$ cat config.mk
export PLATFORM = sky130hd
export DESIGN_NAME = link_ctl2_pm_regs
export DESIGN_NICKNAME = d
export VERILOG_FILES = /design/src/verilog/lockable_field.v /design/src/verilog/link_ctl2_pm_regs.v
export VERILOG_INCLUDE_DIRS = /design/src /design/src/verilog
export SDC_FILE = /design/constraint.sdc
export NUM_CORES = 1
export LEC_CHECK = 0
export ABC_AREA = 0
export BUFFER_PORTS_ARGS = -buffer_cell sky130_fd_sc_hd__buf_4
export CAP_MARGIN = 20
export CORE_ASPECT_RATIO = 1.75
export CORE_MARGIN = 2
export CORE_UTILIZATION = 41
export CTS_CLUSTER_SIZE = 24
export DETAILED_ROUTE_END_ITERATION = 16
export PLACE_DENSITY = 0.87
export REMOVE_ABC_BUFFERS = 1
export SLEW_MARGIN = 0
export SYNTH_ARGS = -nofsm -noshare
export SYNTH_HDL_FRONTEND = slang
export SYNTH_SLANG_ARGS = --single-unit
$ cat constraint.sdc
create_clock -name mclk -period 2.3 [get_ports mclk]
set_clock_uncertainty 0.1 [all_clocks]
set_input_delay 0.46 -clock mclk [delete_from_list [all_inputs] [get_ports mclk]]
set_output_delay 0.46 -clock mclk [all_outputs]
set_load 0.03 [all_outputs]
$ cat src/verilog/link_ctl2_pm_defs.vh
// Constants for the link control 2 and power management capability register bank
`ifndef LINK_CTL2_PM_DEFS_VH
`define LINK_CTL2_PM_DEFS_VH

// ==========================================
// Register indices (byte address = 4 * index)
`define DEVICE_CAPABILITIES_SECOND_IDX 10'h064
`define DEVICE_CONTROL_SECOND_IDX 10'h068
`define DEVICE_STATUS_SECOND_IDX 10'h06a
`define LINK_CAPABILITIES_SECOND_IDX 10'h06c
`define LINK_CONTROL_SECOND_IDX 10'h070
`define LINK_STATUS_SECOND_IDX 10'h072
`define SLOT_CAPABILITIES_SECOND_IDX 10'h074
`define SLOT_CONTROL_SECOND_IDX 10'h078
`define SLOT_STATUS_SECOND_IDX 10'h07a
`define POWER_MGMT_CAPABILITY_HEADER_IDX 10'h0c0

// ==========================================
// Link control second fields
`define TARGET_SPEED_LSB 0
`define TARGET_SPEED_MSB 3
`define ENTER_COMPLIANCE_POS 4
`define AUTONOMOUS_SPEED_DISABLE_POS 5
`define TARGET_SPEED_RESET 4'h0
`define SPEED_GEN1 4'h1
`define SPEED_GEN2 4'h2

// ==========================================
// Power management capability header fields
`define CAP_ID_LSB 0
`define CAP_ID_MSB 7
`define NEXT_PTR_LSB 8
`define NEXT_PTR_MSB 15
`define CAP_VERSION_LSB 16
`define CAP_VERSION_MSB 18
`define PM_CLOCK_REQ_POS 19
`define PM_EVENT_LSB 27
`define PM_EVENT_MSB 31
`define CAP_ID_VALUE 8'h01
`define NEXT_PTR_UPSTREAM 8'h00
`define NEXT_PTR_DOWNSTREAM 8'hd0
`define CAP_VERSION_VALUE 3'h3
`define PM_EVENT_RESET 5'h19

`endif

$ cat src/verilog/lockable_field.v
// Field register with a strap-dependent default and a write gate
`timescale 1ns/1ns

module lockable_field #(
    parameter WIDTH = 8
) (
    mclk,
    srst,
    load_default,
    default_value,
    wr_en,
    wr_data,
    value_q
);
    input wire mclk;
    input wire srst;
    input wire load_default;
    input wire [WIDTH-1:0] default_value;
    input wire wr_en;
    input wire [WIDTH-1:0] wr_data;
    output reg [WIDTH-1:0] value_q;

    // ==========================================
    // Storage
    // Reset takes a constant; the strap-dependent default lands one edge later
    always @(posedge mclk) begin
        if (srst) begin
            value_q <= {WIDTH{1'b0}};
        end else if (load_default) begin
            value_q <= default_value;
        end else if (wr_en) begin
            value_q <= wr_data;
        end
    end
endmodule // lockable_field

$ cat src/verilog/link_ctl2_pm_regs.v
// Second-generation capability registers, link control 2 and power management header
//
// Decided for this implementation: the APB interface to the registers.
`timescale 1ns/1ns
`include "link_ctl2_pm_defs.vh"

// What this block does
// - Downstream port advertises no speed above the target speed field.
// - Compliance entry speed comes from the target speed field on any port.
// - Target speed 1 means 2.5 Gbps, 2 means 5 Gbps, others reserved.
// - Enter-compliance bit is sticky; hot reset with it set enters compliance.
// - With autonomous speed disable set, only speed reductions are allowed.
// - In PCIe 1.1 mode the three link fields read zero, ignore writes.
// - Capability identifier always reads 0x1.
// - Upstream port next-capability pointer defaults to 0x0.
// - Downstream port next-capability pointer defaults to 0xD0.
// - Capability version reads constant 0x3.
// - PM clock requirement bit reads zero.
// - PM event support field defaults to 0b11001.
module link_ctl2_pm_regs #(
    parameter GEN2_CAPABLE = 1'b0
) (
    mclk,
    srst,
    psel,
    penable,
    pwrite,
    paddr,
    pwdata,
    prdata,
    pready,
    pslverr,
    is_downstream,
    pcie11_mode,
    cfg_write_unlock,
    hot_reset,
    speed_change_req,
    speed_change_lower,
    target_speed,
    enter_compliance_bit,
    autonomous_speed_disable,
    advertise_gen1,
    advertise_gen2,
    compliance_gen1,
    compliance_gen2,
    target_speed_reserved,
    compliance_active,
    speed_change_grant,
    speed_change_refused
);
    // ==========================================
    // Clock, reset and register bus
    input wire mclk;
    input wire srst;
    input wire psel;
    input wire penable;
    input wire pwrite;
    input wire [11:0] paddr;
    input wire [31:0] pwdata;
    output reg [31:0] prdata;
    output reg pready;
    output reg pslverr;

    // ==========================================
    // Port straps and modes
    input wire is_downstream;
    input wire pcie11_mode;
    input wire cfg_write_unlock;

    // ==========================================
    // Link training side
    input wire hot_reset;
    input wire speed_change_req;
    input wire speed_change_lower;

    // ==========================================
    // Link control fields and decodes for training
    output reg [3:0] target_speed;
    output reg enter_compliance_bit;
    output reg autonomous_speed_disable;
    output reg advertise_gen1;
    output reg advertise_gen2;
    output reg compliance_gen1;
    output reg compliance_gen2;
    output reg target_speed_reserved;
    output reg compliance_active;
    output reg speed_change_grant;
    output reg speed_change_refused;

    // ==========================================
    // APB handshake
    reg init_q;
    reg [3:0] tls_q;
    reg enter_compliance_bit_q;
    reg autonomous_speed_disable_q;
    reg [31:0] rd_d;
    reg hit_d;
    wire [9:0] word_idx;
    wire access;
    wire wr_commit;
    wire lctl2_wr;
    wire power_mgmt_capability_header_wr;
    wire [7:0] next_ptr_q;
    wire [4:0] pm_event_q;
    wire [7:0] next_ptr_default;
    wire pm_fields_wr;
    wire speed_raise;

    assign word_idx = paddr[11:2];
    assign access = psel & penable;
    // Writes land only at the edge where pready is seen high
    assign wr_commit = access & pready & pwrite & ~pslverr;
    assign lctl2_wr = wr_commit & (word_idx == `LINK_CONTROL_SECOND_IDX);
    assign power_mgmt_capability_header_wr = wr_commit & (word_idx == `POWER_MGMT_CAPABILITY_HEADER_IDX);
    assign next_ptr_default = is_downstream ? `NEXT_PTR_DOWNSTREAM : `NEXT_PTR_UPSTREAM;
    // Capability fields behind the write lock share one gate
    assign pm_fields_wr = power_mgmt_capability_header_wr & cfg_write_unlock;
    // A request is a raise unless it is marked as a reduction
    assign speed_raise = speed_change_req & ~speed_change_lower;

    // ==========================================
    // Always-zero register match
    // One comparator per entry; the list is packed ten bits to an entry
    // A table keeps the map in one place, so adding a register is one line plus a ZERO_REG_COUNT bump
    localparam ZERO_REG_COUNT = 8;
    localparam [10*ZERO_REG_COUNT-1:0] ZERO_REG_LIST = {
        `SLOT_STATUS_SECOND_IDX,
        `SLOT_CONTROL_SECOND_IDX,
        `SLOT_CAPABILITIES_SECOND_IDX,
        `LINK_STATUS_SECOND_IDX,
        `LINK_CAPABILITIES_SECOND_IDX,
        `DEVICE_STATUS_SECOND_IDX,
        `DEVICE_CONTROL_SECOND_IDX,
        `DEVICE_CAPABILITIES_SECOND_IDX
    };
    wire [ZERO_REG_COUNT-1:0] zero_hit;
    wire zero_reg_hit;
    genvar zi;

    generate
        for (zi = 0; zi < ZERO_REG_COUNT; zi = zi + 1) begin : zero_match
            assign zero_hit[zi] = (word_idx == ZERO_REG_LIST[10*zi +: 10]);
        end
    endgenerate
    assign zero_reg_hit = |zero_hit;

    // ==========================================
    // Read decode
    always @* begin
        rd_d = 32'h0000_0000;
        hit_d = 1'b1;
        case (word_idx)
            `LINK_CONTROL_SECOND_IDX: begin
                // Legacy mode hides the three fields entirely
                if (!pcie11_mode) begin
                    rd_d[`TARGET_SPEED_MSB:`TARGET_SPEED_LSB] = tls_q;
                    rd_d[`ENTER_COMPLIANCE_POS] = enter_compliance_bit_q;
                    rd_d[`AUTONOMOUS_SPEED_DISABLE_POS] = autonomous_speed_disable_q;
                end
            end
            `POWER_MGMT_CAPABILITY_HEADER_IDX: begin
                rd_d[`CAP_ID_MSB:`CAP_ID_LSB] = `CAP_ID_VALUE;
                rd_d[`NEXT_PTR_MSB:`NEXT_PTR_LSB] = next_ptr_q;
                rd_d[`CAP_VERSION_MSB:`CAP_VERSION_LSB] = `CAP_VERSION_VALUE;
                rd_d[`PM_CLOCK_REQ_POS] = 1'b0;
                rd_d[`PM_EVENT_MSB:`PM_EVENT_LSB] = pm_event_q;
            end
            default: begin
                // Always-zero registers answer with zeros, anything else with an error
                hit_d = zero_reg_hit;
            end
        endcase
    end

    // ==========================================
    // Register bus answer
    // One wait state: pready rises in the second access cycle
    // prdata is left alone between answers, so a slow master may still read it
    always @(posedge mclk) begin
        if (srst) begin
            pready <= 1'b0;
            pslverr <= 1'b0;
            prdata <= 32'h0000_0000;
        end else if (access & ~pready) begin
            pready <= 1'b1;
            pslverr <= ~hit_d;
            prdata <= (pwrite | ~hit_d) ? 32'h0000_0000 : rd_d;
        end else begin
            pready <= 1'b0;
            pslverr <= 1'b0;
        end
    end

    // ==========================================
    // Strap-dependent defaults load one edge after reset release
    // so a strap still settling during reset is never caught half-way
    always @(posedge mclk) begin
        if (srst) begin
            init_q <= 1'b1;
        end else begin
            init_q <= 1'b0;
        end
    end

    lockable_field #(
        .WIDTH(8)
    ) next_ptr_field (
        .mclk(mclk),
        .srst(srst),
        .load_default(init_q),
        .default_value(next_ptr_default),
        .wr_en(pm_fields_wr),
        .wr_data(pwdata[`NEXT_PTR_MSB:`NEXT_PTR_LSB]),
        .value_q(next_ptr_q)
    );

    lockable_field #(
        .WIDTH(5)
    ) pm_event_field (
        .mclk(mclk),
        .srst(srst),
        .load_default(init_q),
        .default_value(`PM_EVENT_RESET),
        .wr_en(pm_fields_wr),
        .wr_data(pwdata[`PM_EVENT_MSB:`PM_EVENT_LSB]),
        .value_q(pm_event_q)
    );

    // ==========================================
    // Link control second storage
    // Hot reset clears the plain fields; the compliance bit is sticky and only a write,
    // the fundamental reset or legacy mode clears it. A write in the same cycle as a hot reset
    // wins, so software never loses a value it has just been told was taken.
    always @(posedge mclk) begin
        if (srst) begin
            tls_q <= `TARGET_SPEED_RESET;
        end else if (pcie11_mode) begin
            tls_q <= `TARGET_SPEED_RESET;
        end else if (lctl2_wr) begin
            tls_q <= pwdata[`TARGET_SPEED_MSB:`TARGET_SPEED_LSB];
        end else if (hot_reset) begin
            tls_q <= `TARGET_SPEED_RESET;
        end
    end

    always @(posedge mclk) begin
        if (srst) begin
            autonomous_speed_disable_q <= 1'b0;
        end else if (pcie11_mode) begin
            autonomous_speed_disable_q <= 1'b0;
        end else if (lctl2_wr) begin
            autonomous_speed_disable_q <= pwdata[`AUTONOMOUS_SPEED_DISABLE_POS];
        end else if (hot_reset) begin
            autonomous_speed_disable_q <= 1'b0;
        end
    end

    // No hot reset branch: the bit must survive the hot reset that it arms
    always @(posedge mclk) begin
        if (srst) begin
            enter_compliance_bit_q <= 1'b0;
        end else if (pcie11_mode) begin
            enter_compliance_bit_q <= 1'b0;
        end else if (lctl2_wr) begin
            enter_compliance_bit_q <= pwdata[`ENTER_COMPLIANCE_POS];
        end
    end

    // ==========================================
    // Link training view
    // Plain copies of the stored fields, one edge behind storage
    always @(posedge mclk) begin
        if (srst) begin
            target_speed <= 4'h0;
            enter_compliance_bit <= 1'b0;
            autonomous_speed_disable <= 1'b0;
        end else begin
            target_speed <= tls_q;
            enter_compliance_bit <= enter_compliance_bit_q;
            autonomous_speed_disable <= autonomous_speed_disable_q;
        end
    end

    // Only codes 1 and 2 name a speed
    always @(posedge mclk) begin
        if (srst) begin
            target_speed_reserved <= 1'b0;
        end else begin
            target_speed_reserved <= (tls_q != `SPEED_GEN1) & (tls_q != `SPEED_GEN2);
        end
    end

    // On a downstream port only the 5 Gbps code adds the second rate; anything else falls
    // back to the lowest rate, while an upstream port advertises all it is capable of
    always @(posedge mclk) begin
        if (srst) begin
            advertise_gen1 <= 1'b1;
            advertise_gen2 <= 1'b0;
        end else begin
            advertise_gen1 <= 1'b1;
            if (is_downstream) begin
                advertise_gen2 <= GEN2_CAPABLE & (tls_q == `SPEED_GEN2);
            end else begin
                advertise_gen2 <= GEN2_CAPABLE;
            end
        end
    end

    // Compliance speed follows the field on either port direction
    always @(posedge mclk) begin
        if (srst) begin
            compliance_gen1 <= 1'b0;
            compliance_gen2 <= 1'b0;
        end else begin
            compliance_gen1 <= (tls_q != `SPEED_GEN2) | ~GEN2_CAPABLE;
            compliance_gen2 <= (tls_q == `SPEED_GEN2) & GEN2_CAPABLE;
        end
    end

    // Compliance is armed by a hot reset while the sticky bit is set
    // Clearing the bit or entering legacy mode drops compliance at once
    always @(posedge mclk) begin
        if (srst) begin
            compliance_active <= 1'b0;
        end else if (pcie11_mode | ~enter_compliance_bit_q) begin
            compliance_active <= 1'b0;
        end else if (hot_reset) begin
            compliance_active <= 1'b1;
        end
    end

    // ==========================================
    // Autonomous speed change gate
    // With the disable bit set only a reduction for an unreliable link passes;
    // a refusal is reported so training can stay at the current rate
    always @(posedge mclk) begin
        if (srst) begin
            speed_change_grant <= 1'b0;
            speed_change_refused <= 1'b0;
        end else begin
            speed_change_grant <= speed_change_req & ~(autonomous_speed_disable_q & speed_raise);
            speed_change_refused <= autonomous_speed_disable_q & speed_raise;
        end
    end
endmodule // link_ctl2_pm_regs

==> results of run 1 <==
-- cells by family (layout without fill, tap and decap cells) --
group / count (synthesis) / after routing / synth area share [%]
buffers and inverters: 31 / 91 / 9.41
AOI/OAI and AO/OA: 61 / 61 / 20.8
and+or+nand+nor: 62 / 62 / 17.5
xor gates and xnor gates: 1 / 1 / 0.425
other: 2 / 14 / 0.364
DFF: 53 / 53 / 51.5
-- worst min-delay path: stages --
cell and delay [ps]:
sky130_fd_sc_hd__buf_4 90, sky130_fd_sc_hd__nor2_1 30, sky130_fd_sc_hd__nor2_1 60
-- per-layer routing --
layer	routed length [µm]	global-route usage (%)	vias up
met5	0	0	-
met4	212	11.3	0
met3	228	3.58	16
met2	2740	32.7	62
met1	1670	16.8	812
li1	-	-	883
-- power breakdown --
part	switching (µW)	leakage [µW]	internal (µW)	total, µW
logic	89.7	0.000708	62.8	152
registers	8.09	0.000430	929	937
clock network	295	0.0000512	244	540
-- sequential cells by signal, indices dropped and copies added, names as in the netlist --
register and count:
prdata 20, next_ptr_field.value_q 8, pm_event_field.value_q 5, target_speed 4
tls_q 4, autonomous_speed_disable 1, autonomous_speed_disable_q 1, compliance_active 1
compliance_gen1 1, enter_compliance_bit 1, enter_compliance_bit_q 1, init_q 1
pready 1, pslverr 1, speed_change_grant 1, speed_change_refused 1
target_speed_reserved 1
-- final cells by class --
class                           count  area share [%]
Clock buffer                        6            3.05
Multi-Input combinational cell    138            31.4
Sequential cell                    53            39.2
Clock inverter                      2           0.508
Inverter                            4           0.554
Timing Repair Buffer               79            22.8
Tap cell                           54            2.49
-- placed cells by master, fill, tap and decap left out, drive strengths merged, types with 2 or more instances in the layout --
| cell type | count |
|---|---|
| nand2 | 10 |
| a21oi | 5 |
| inv | 4 |
| a211oi | 7 |
| buf | 79 |
| o2111ai | 5 |
| a22o | 18 |
| or4 | 2 |
| nand3 | 14 |
| conb | 14 |
| clkinv | 2 |
| and3 | 3 |
| a31oi | 7 |
| clkbuf | 6 |
| nand4 | 6 |
| dfxtp | 53 |
| nor3b | 2 |
| nor2b | 7 |
| o21ai | 16 |
| nor2 | 10 |
-- worst paths after layout --
path	from	to	slack, ps	cells after the start
worst max register to register	pready	autonomous_speed_disable_q	660	4
worst max-delay path	paddr[3]	autonomous_speed_disable_q	330	5
worst min-delay path	hot_reset	compliance_active	270	3
worst min register to register	next_ptr_field.value_q[3]	prdata[11]	370	1
-- per-stage QoR --
| step | setup slack [ps] | cells |
|---|---|---|
| floorplan | 171 | 195 |
| global route | 257 | 336 |
| finish | 327 | 336 |
| CTS | 343 | 336 |
| detailed placement | 10.1 | 328 |
| global placement | 49.1 | 328 |
==> results.md, run 1 <==
- The number of buffers added on ports is 73.
- The number of antenna violations at the first check in global routing was 0.
- The kind of start point of the critical path is a primary input.
- Setup repair after global routing left no endpoint under its margin.
- The starting DRC count in detailed routing is 40.
- The share of the Yosys chip area taken by registers is 51.5%.
- After routing the design area is 0.00271 mm².
- The CTS tree is done.
- The later pin in the worst-skew pair is clocked with a latency of 300 ps.
- The number of vias in the routed layout is 1,773.
- The floorplan has 34 rows.
- The mean routed wirelength per cell is 14.4 µm.
- The number of nets in the finished design is 336.
- Traced cell by cell, the critical path runs through buf_4 -> or4_4 -> or4_4 -> o2111ai_1 -> nand2_1.
- The first global-routing pass estimated 7760 µm of wire.
- CTS saw 53 sinks.
- From bottom edge to top edge, the die measures 97.8 µm.
- The maximum number of pins on one net before global-route repair is 25.
- The maximum VDD drop is 0.613 mV.
- The commonest cells after synthesis are sky130_fd_sc_hd__dfxtp_1, sky130_fd_sc_hd__a22o_1, sky130_fd_sc_hd__buf_4.
- The final-layout worst hold slack is 273 ps.
- The worst hold path belongs to the class in -> reg.
- The cell area power density is 602 mW/mm².
- 0 antenna diodes ended up in the layout.
- The critical path class is in -> reg.
- The number of global-route vias before repair was 1,755.
- The data arrival at the endpoint of the critical path is 2070 ps.
- In the post-synthesis netlist, the cell with the most instances is sky130_fd_sc_hd__dfxtp_1.
- The post-CTS setup buffer count is 0.
- The worst pin sits at a relative slew slack of 49.0%.
- Ranked by total cell area, the synthesized netlist is headed by sky130_fd_sc_hd__dfxtp_1, sky130_fd_sc_hd__a22o_1, sky130_fd_sc_hd__buf_4.
- Summing every instance area after synthesis gives 0.00206 mm².
- The area occupied by multi-input gates is 851 µm².
- Detailed placement finished with a half-perimeter wire length of 3760 µm.
- The number of CTS-inserted buffers is 5.
- From synthesis to final layout, the design area changed by 31.5%.
- The average instance in the mapped netlist occupies 9.81 µm².
- 103 I/O pins were placed.
- The initial utilization of the core area, before any placement, comes to 42.1%.
- Summed over all cells, the static leakage comes to 0.00119 µW.
- The largest fanout on the critical path is 19.
- The placement-stage cell area is 0.00261 mm².
- Synthesis produced 210 cells.
- In this run the remaining antenna-violating nets after routing total 0.
- Setup violations remaining at the end of the flow were counted as 0.
- In the routed design, unresolved DRC markers number 0.
- The transition time of the tightest slew-check pin is 763 ps.
- The required time reported for the critical path endpoint is 2390 ps.
- The area share of the largest cell type after synthesis is 51.5%.
- The synthesis-stage register bit count is 53.
- In the final layout, the share of cells above drive strength 1 is 31.9%.
- The post-route total power is 1630 µW.
- The tree is rooted in a sky130_fd_sc_hd__clkbuf_8.
- The cell that appears most often on the critical path is sky130_fd_sc_hd__or4_4.
- During synthesis, Yosys emitted a total of 0 warnings.
- The number of optimization iterations in the first detailed-route pass is 4.
- The area of the placeable core is 0.00489 mm².
- The total overflow left after global routing is 0.
- Cells fill 55.4% of the core in the end.
- Together, buffers and inverters on the worst path number 1.
- Clock-pin slew was measured on the worst setup and hold paths at 90 ps.
- The final hold violation count is 0.
- The full die area is 0.00563 mm².
- The longest clock path from root to sink contains 2 buffers.
- The fill cell instance count of the final layout is 448.
- The floorplan step set the die width to 57.6 µm.
- The H-tree was split into 2 levels.
- The share of synthesized registers carrying an async set or reset is 0%.
- The number of different library cells in the post-synthesis netlist is 36.
- At the end of routability-driven placement, the weighted congestion stood at 0.785.
- STA classifies the critical path endpoint as a flop.
- After layout, the minimum clock period comes to 1970 ps.
- Gates resized during post-CTS repair numbered 0.
- On the worst path, the slowest cell contributes a delay of 630 ps.
- The quantity of hold-fixing buffers added after cts is 0.
- Adding up every negative setup slack in the final design gives 0 ps.
- The number of flops mapped to enable cells by yosys is 0.
- The number of slew-limit violations in the final report is 0.
- Timing would allow up to 507 MHz.
- In the synthesized netlist the dominant register cell turns out to be sky130_fd_sc_hd__dfxtp_1.
- After detailed routing, the total wire length is 4850 µm.
- Across the run, the number of max-cap violations was 0.
- The library cell with the largest summed area after synthesis is sky130_fd_sc_hd__dfxtp_1.
- The critical-path cell with the highest stage delay is sky130_fd_sc_hd__or4_4.
- The flip-flop and latch area is 0.00106 mm².
- Global routing used 17.7% of the available tracks.
- The largest delay contributor family on the critical path is simple AND/OR/NAND/NOR gates.
- The per-cell via count in the routed design is 5.28.
- Of the available clock period, the critical path in the final layout requires 85.8%.
- The flow ran to the end, and the final reports show no timing, DRC or antenna violations.
(Power assumes the default switching activity.)
==> run 2, diff against run 1 <==
Settings changed: CORE_ASPECT_RATIO 1.75 to 0.7.
==> run 2 against run 1 <==
Net effect:
- routed wire length down 2.4%
- sequential power about the same
- largest power group unchanged
- combinational power up 3%
- clock power down 5.6%
- via count up 0.51%
- cell area up 0.74%
- highest routed layer unchanged
- non-clock buffer count up 3
- utilization up 1.4 points
- register-to-register slack worse by 30 ps
- setup slack worse by 25 ps
==> results.md, run 2 (synthesis results as in run 1) <==
- The cell area power density is 588 mW/mm² (-2.2%).
- The number of global-route vias before repair is 1,678 (-4.4%).
- The signed area change from the synthesized netlist to the final layout is 32.4%.
- The CTS tree is done.
- The maximum number of buffers from clock root to sink is 2 (unchanged).
- The maximum VDD drop was 0.239 mV (-61%).
- More flip-flops sit in one register than any other, and that register is prdata.
- The post-layout minimum cycle time is 2000 ps (+24.8 ps).
- The part of the total power dissipated in the clock network came to 31.8% (-1.3 points).
- The ratio of final minimum period to clock period is 86.8% (+1.1 points).
- The final hold violation count is 0 (unchanged).
- The worst reg2reg path depth is 4 (unchanged).
- The row count came to 21 (-38%).
- The full die area is 0.00562 mm² (-0.23%).
- The setup TNS after final layout is 0 ps (unchanged).
- The cell-internal power is 1210 µW (-2.2%).
- The worst setup path is captured at a flop.
- The worst register-to-register path ends at next_ptr_field.value_q[1].
- The most common library cell in the layout ignoring fill and taps is sky130_fd_sc_hd__buf_4.
- The die boundary height was 63.3 µm (-35%).
- The fmax was 501 MHz (-1.2%).
- The cell area after layout came to 0.00273 mm² (+0.74%).
- The critical path is of the in -> reg type.
- The clock input transition at the sequential cells of the worst setup and hold paths was 100 ps (about the same).
- The number of gates given a new drive strength after cts is 0 (unchanged).
- The cell depth of the worst setup path is 5 (unchanged).
- The last element of the critical path is next_ptr_field.value_q[1].
- The number of max-cap violations came to 0 (unchanged).
- In this run the critical register-to-register path is launched from pready.
- The placer congestion estimate is 0.867 (+10%).
- The leftover overflow at the end of global routing is 0 (unchanged).
- The sequential power share is 58.4% (+0.9 points).
- The number of failing setup endpoints in the final timing report is 0 (unchanged).
- The largest fanout on the critical path is 19 (unchanged).
- The critical-path cell with the highest stage delay is sky130_fd_sc_hd__or4_4.
- The cell sitting at the root of the clock tree is a sky130_fd_sc_hd__clkbuf_8.
- The final HPWL from detailed placement is 3510 µm (-6.8%).
- The starting DRC count in detailed routing is 107 (+170%).
- The signal on the critical path passes through buf_4 -> or4_4 -> or4_4 -> o21ai_0 -> a211oi_1.
- The number of antenna violations at the first check in global routing is 0 (unchanged).
- The most critical setup path has its startpoint at paddr[3].
- The fill cell instance count of the final layout came to 416 (-7.1%).
- The wire length of the first global-routing pass is 7660 µm (-1.2%).
- The overall track demand over capacity in global routing was 17.3% (-0.41 points).
- The maximum number of pins on one net before global-route repair is 25 (unchanged).
- The quantity of hold-fixing buffers added after cts is 0 (unchanged).
- The total wire length is 4740 µm (-2.4%).
- The H-tree depth is 2 (unchanged).
- The power share of the combinational group is 9.8% (+0.4 points).
- The initial standard-cell utilization of the core is 42.9% (+0.73 points).
- The data arrival at the endpoint of the critical path is 2070 ps (about the same).
- The leakage power came to 0.00119 µW (about the same).
- The worst setup path is launched from a primary input.
- Setup repair after global routing left no endpoint under its margin.
- By instance count, the cell type seen most on the critical path is sky130_fd_sc_hd__or4_4.
- The area of the placeable core is 0.00481 mm² (-1.7%).
- The number of nets in the finished design was 339 (+0.89%).
- In the layout the commonest cells are sky130_fd_sc_hd__buf_4, sky130_fd_sc_hd__dfxtp_1, sky130_fd_sc_hd__a22o_1.
- The total buffers and inverters traversed by the critical path is 1 (unchanged).
- The die width came to 88.7 µm (+54%).
- The number of slew-limit violations in the final report is 0 (unchanged).
- The number of antenna-violating nets in the routed design is 0 (unchanged).
- The worst stage delay on the critical path is 630 ps (about the same).
- The clock latency at the later pin of the worst-skew pair came to 300 ps (about the same).
- The worst setup slack for register-to-register paths is 630 ps (-30 ps).
- The number of flip-flops in the largest register is 20 (unchanged).
- The placement-stage cell area is 0.00264 mm² (+1.1%).
- The largest delay contributor family on the critical path is simple AND/OR/NAND/NOR gates.
- The fraction of layout instances using a drive strength above 1 is 32.3% (+0.37 points).
- The switching share of power came to 24.6% (+0.50 points).
- The tightest min-delay check is of the in -> reg type.
- The number of sinks on the clock net is 53 (unchanged).
- The diode insertion count for antenna repair is 0 (unchanged).
- The post-CTS setup buffer count came to 0 (unchanged).
- The flow ran to the end, and the final reports show no timing, DRC or antenna violations.
- The number of buffers added on ports came to 73 (unchanged).
- The number of optimization iterations in the first detailed-route pass was 4 (unchanged).
- The number of CTS-inserted buffers is 5 (unchanged).
- The number of top-level design ports is 103 (unchanged).
- The number of remaining DRC errors is 0 (unchanged).
- The number of vias in the routed layout is 1,782 (+0.51%).
- The largest registers in the layout are prdata: 20 flops, next_ptr_field.value_q: 8 flops, pm_event_field.value_q: 5 flops.
- The post-route total power is 1600 µW (-1.5%).
- The per-cell via count in the routed design came to 5.03 (-4.6%).
- The required time reported for the critical path endpoint was 2380 ps (about the same).
- The mean routed wirelength per cell was 13.4 µm (-7.3%).
- The switching component of the power is 395 µW (+0.50%).
run 2: cell count changes in the layout (fill, tap and decap cells not counted):
cell,before,now
sky130_fd_sc_hd__clkinvlp_4,0,2
sky130_fd_sc_hd__clkinv_4,1,0
sky130_fd_sc_hd__clkbuf_1,0,1
sky130_fd_sc_hd__clkinv_2,1,0
sky130_fd_sc_hd__clkbuf_8,6,5
sky130_fd_sc_hd__buf_12,2,1
sky130_fd_sc_hd__buf_4,77,81
run 2: power by group through the flow:
stage	logic, µW	clock network (µW)	registers (µW)
floorplan	62.2	0	966
detailed placement	156	0	959
global route	169	575	940
finish	157	510	938
CTS	156	520	938
global placement	154	0	958
run 2: layer usage:
metal,global-route usage (%),vias to the layer above,wire (µm)
met5,0,-,0
met4,6.06,0,42
met3,4.85,4,385
met2,25.0,72,2150
met1,24.5,817,2160
li1,-,889,-
run 2: worst reg2reg max path, delay by kind of cell, from the launching register on:
family / cells / cell delay, ps
AOI/OAI and AO/OA: 2 / 330
DFF: 1 / 410
and+or+nand+nor: 2 / 700
run 2: worst min-delay path by stage:
stage                              startpoint                    to  slack [ps]  cells after the start
floorplan           next_ptr_field.value_q[2]            prdata[10]         340                      1
detailed placement  next_ptr_field.value_q[0]             prdata[8]         350                      1
CTS                                 hot_reset     compliance_active         280                      3
global placement    next_ptr_field.value_q[5]            prdata[13]         350                      1
global route                 speed_change_req  speed_change_refused         290                      2
finish                       speed_change_req  speed_change_refused         280                      2
run 2: metrics by stage:
stage          hold slack [ps]  instances  utilization, %  setup WS (ps)
6_report                   282        354            56.8            303
5_1_grt                    286        354            56.8            271
4_1_cts                    278        354            56.8            309
3_5_place_dp               353        346            54.9          -1.01
3_3_place_gp               347        346            54.9           40.1
2_1_floorplan              336        195               -            171
run 2: final cells by class:
type                            instances  area, µm²  area share, %
Timing Repair Buffer                   82        628           23.0
Clock inverter                          2       15.0          0.550
Tap cell                               69       86.3           3.16
Multi-Input combinational cell        138        851           31.2
Sequential cell                        53       1060           38.9
Clock buffer                            6       72.6           2.66
Inverter                                4       15.0          0.550
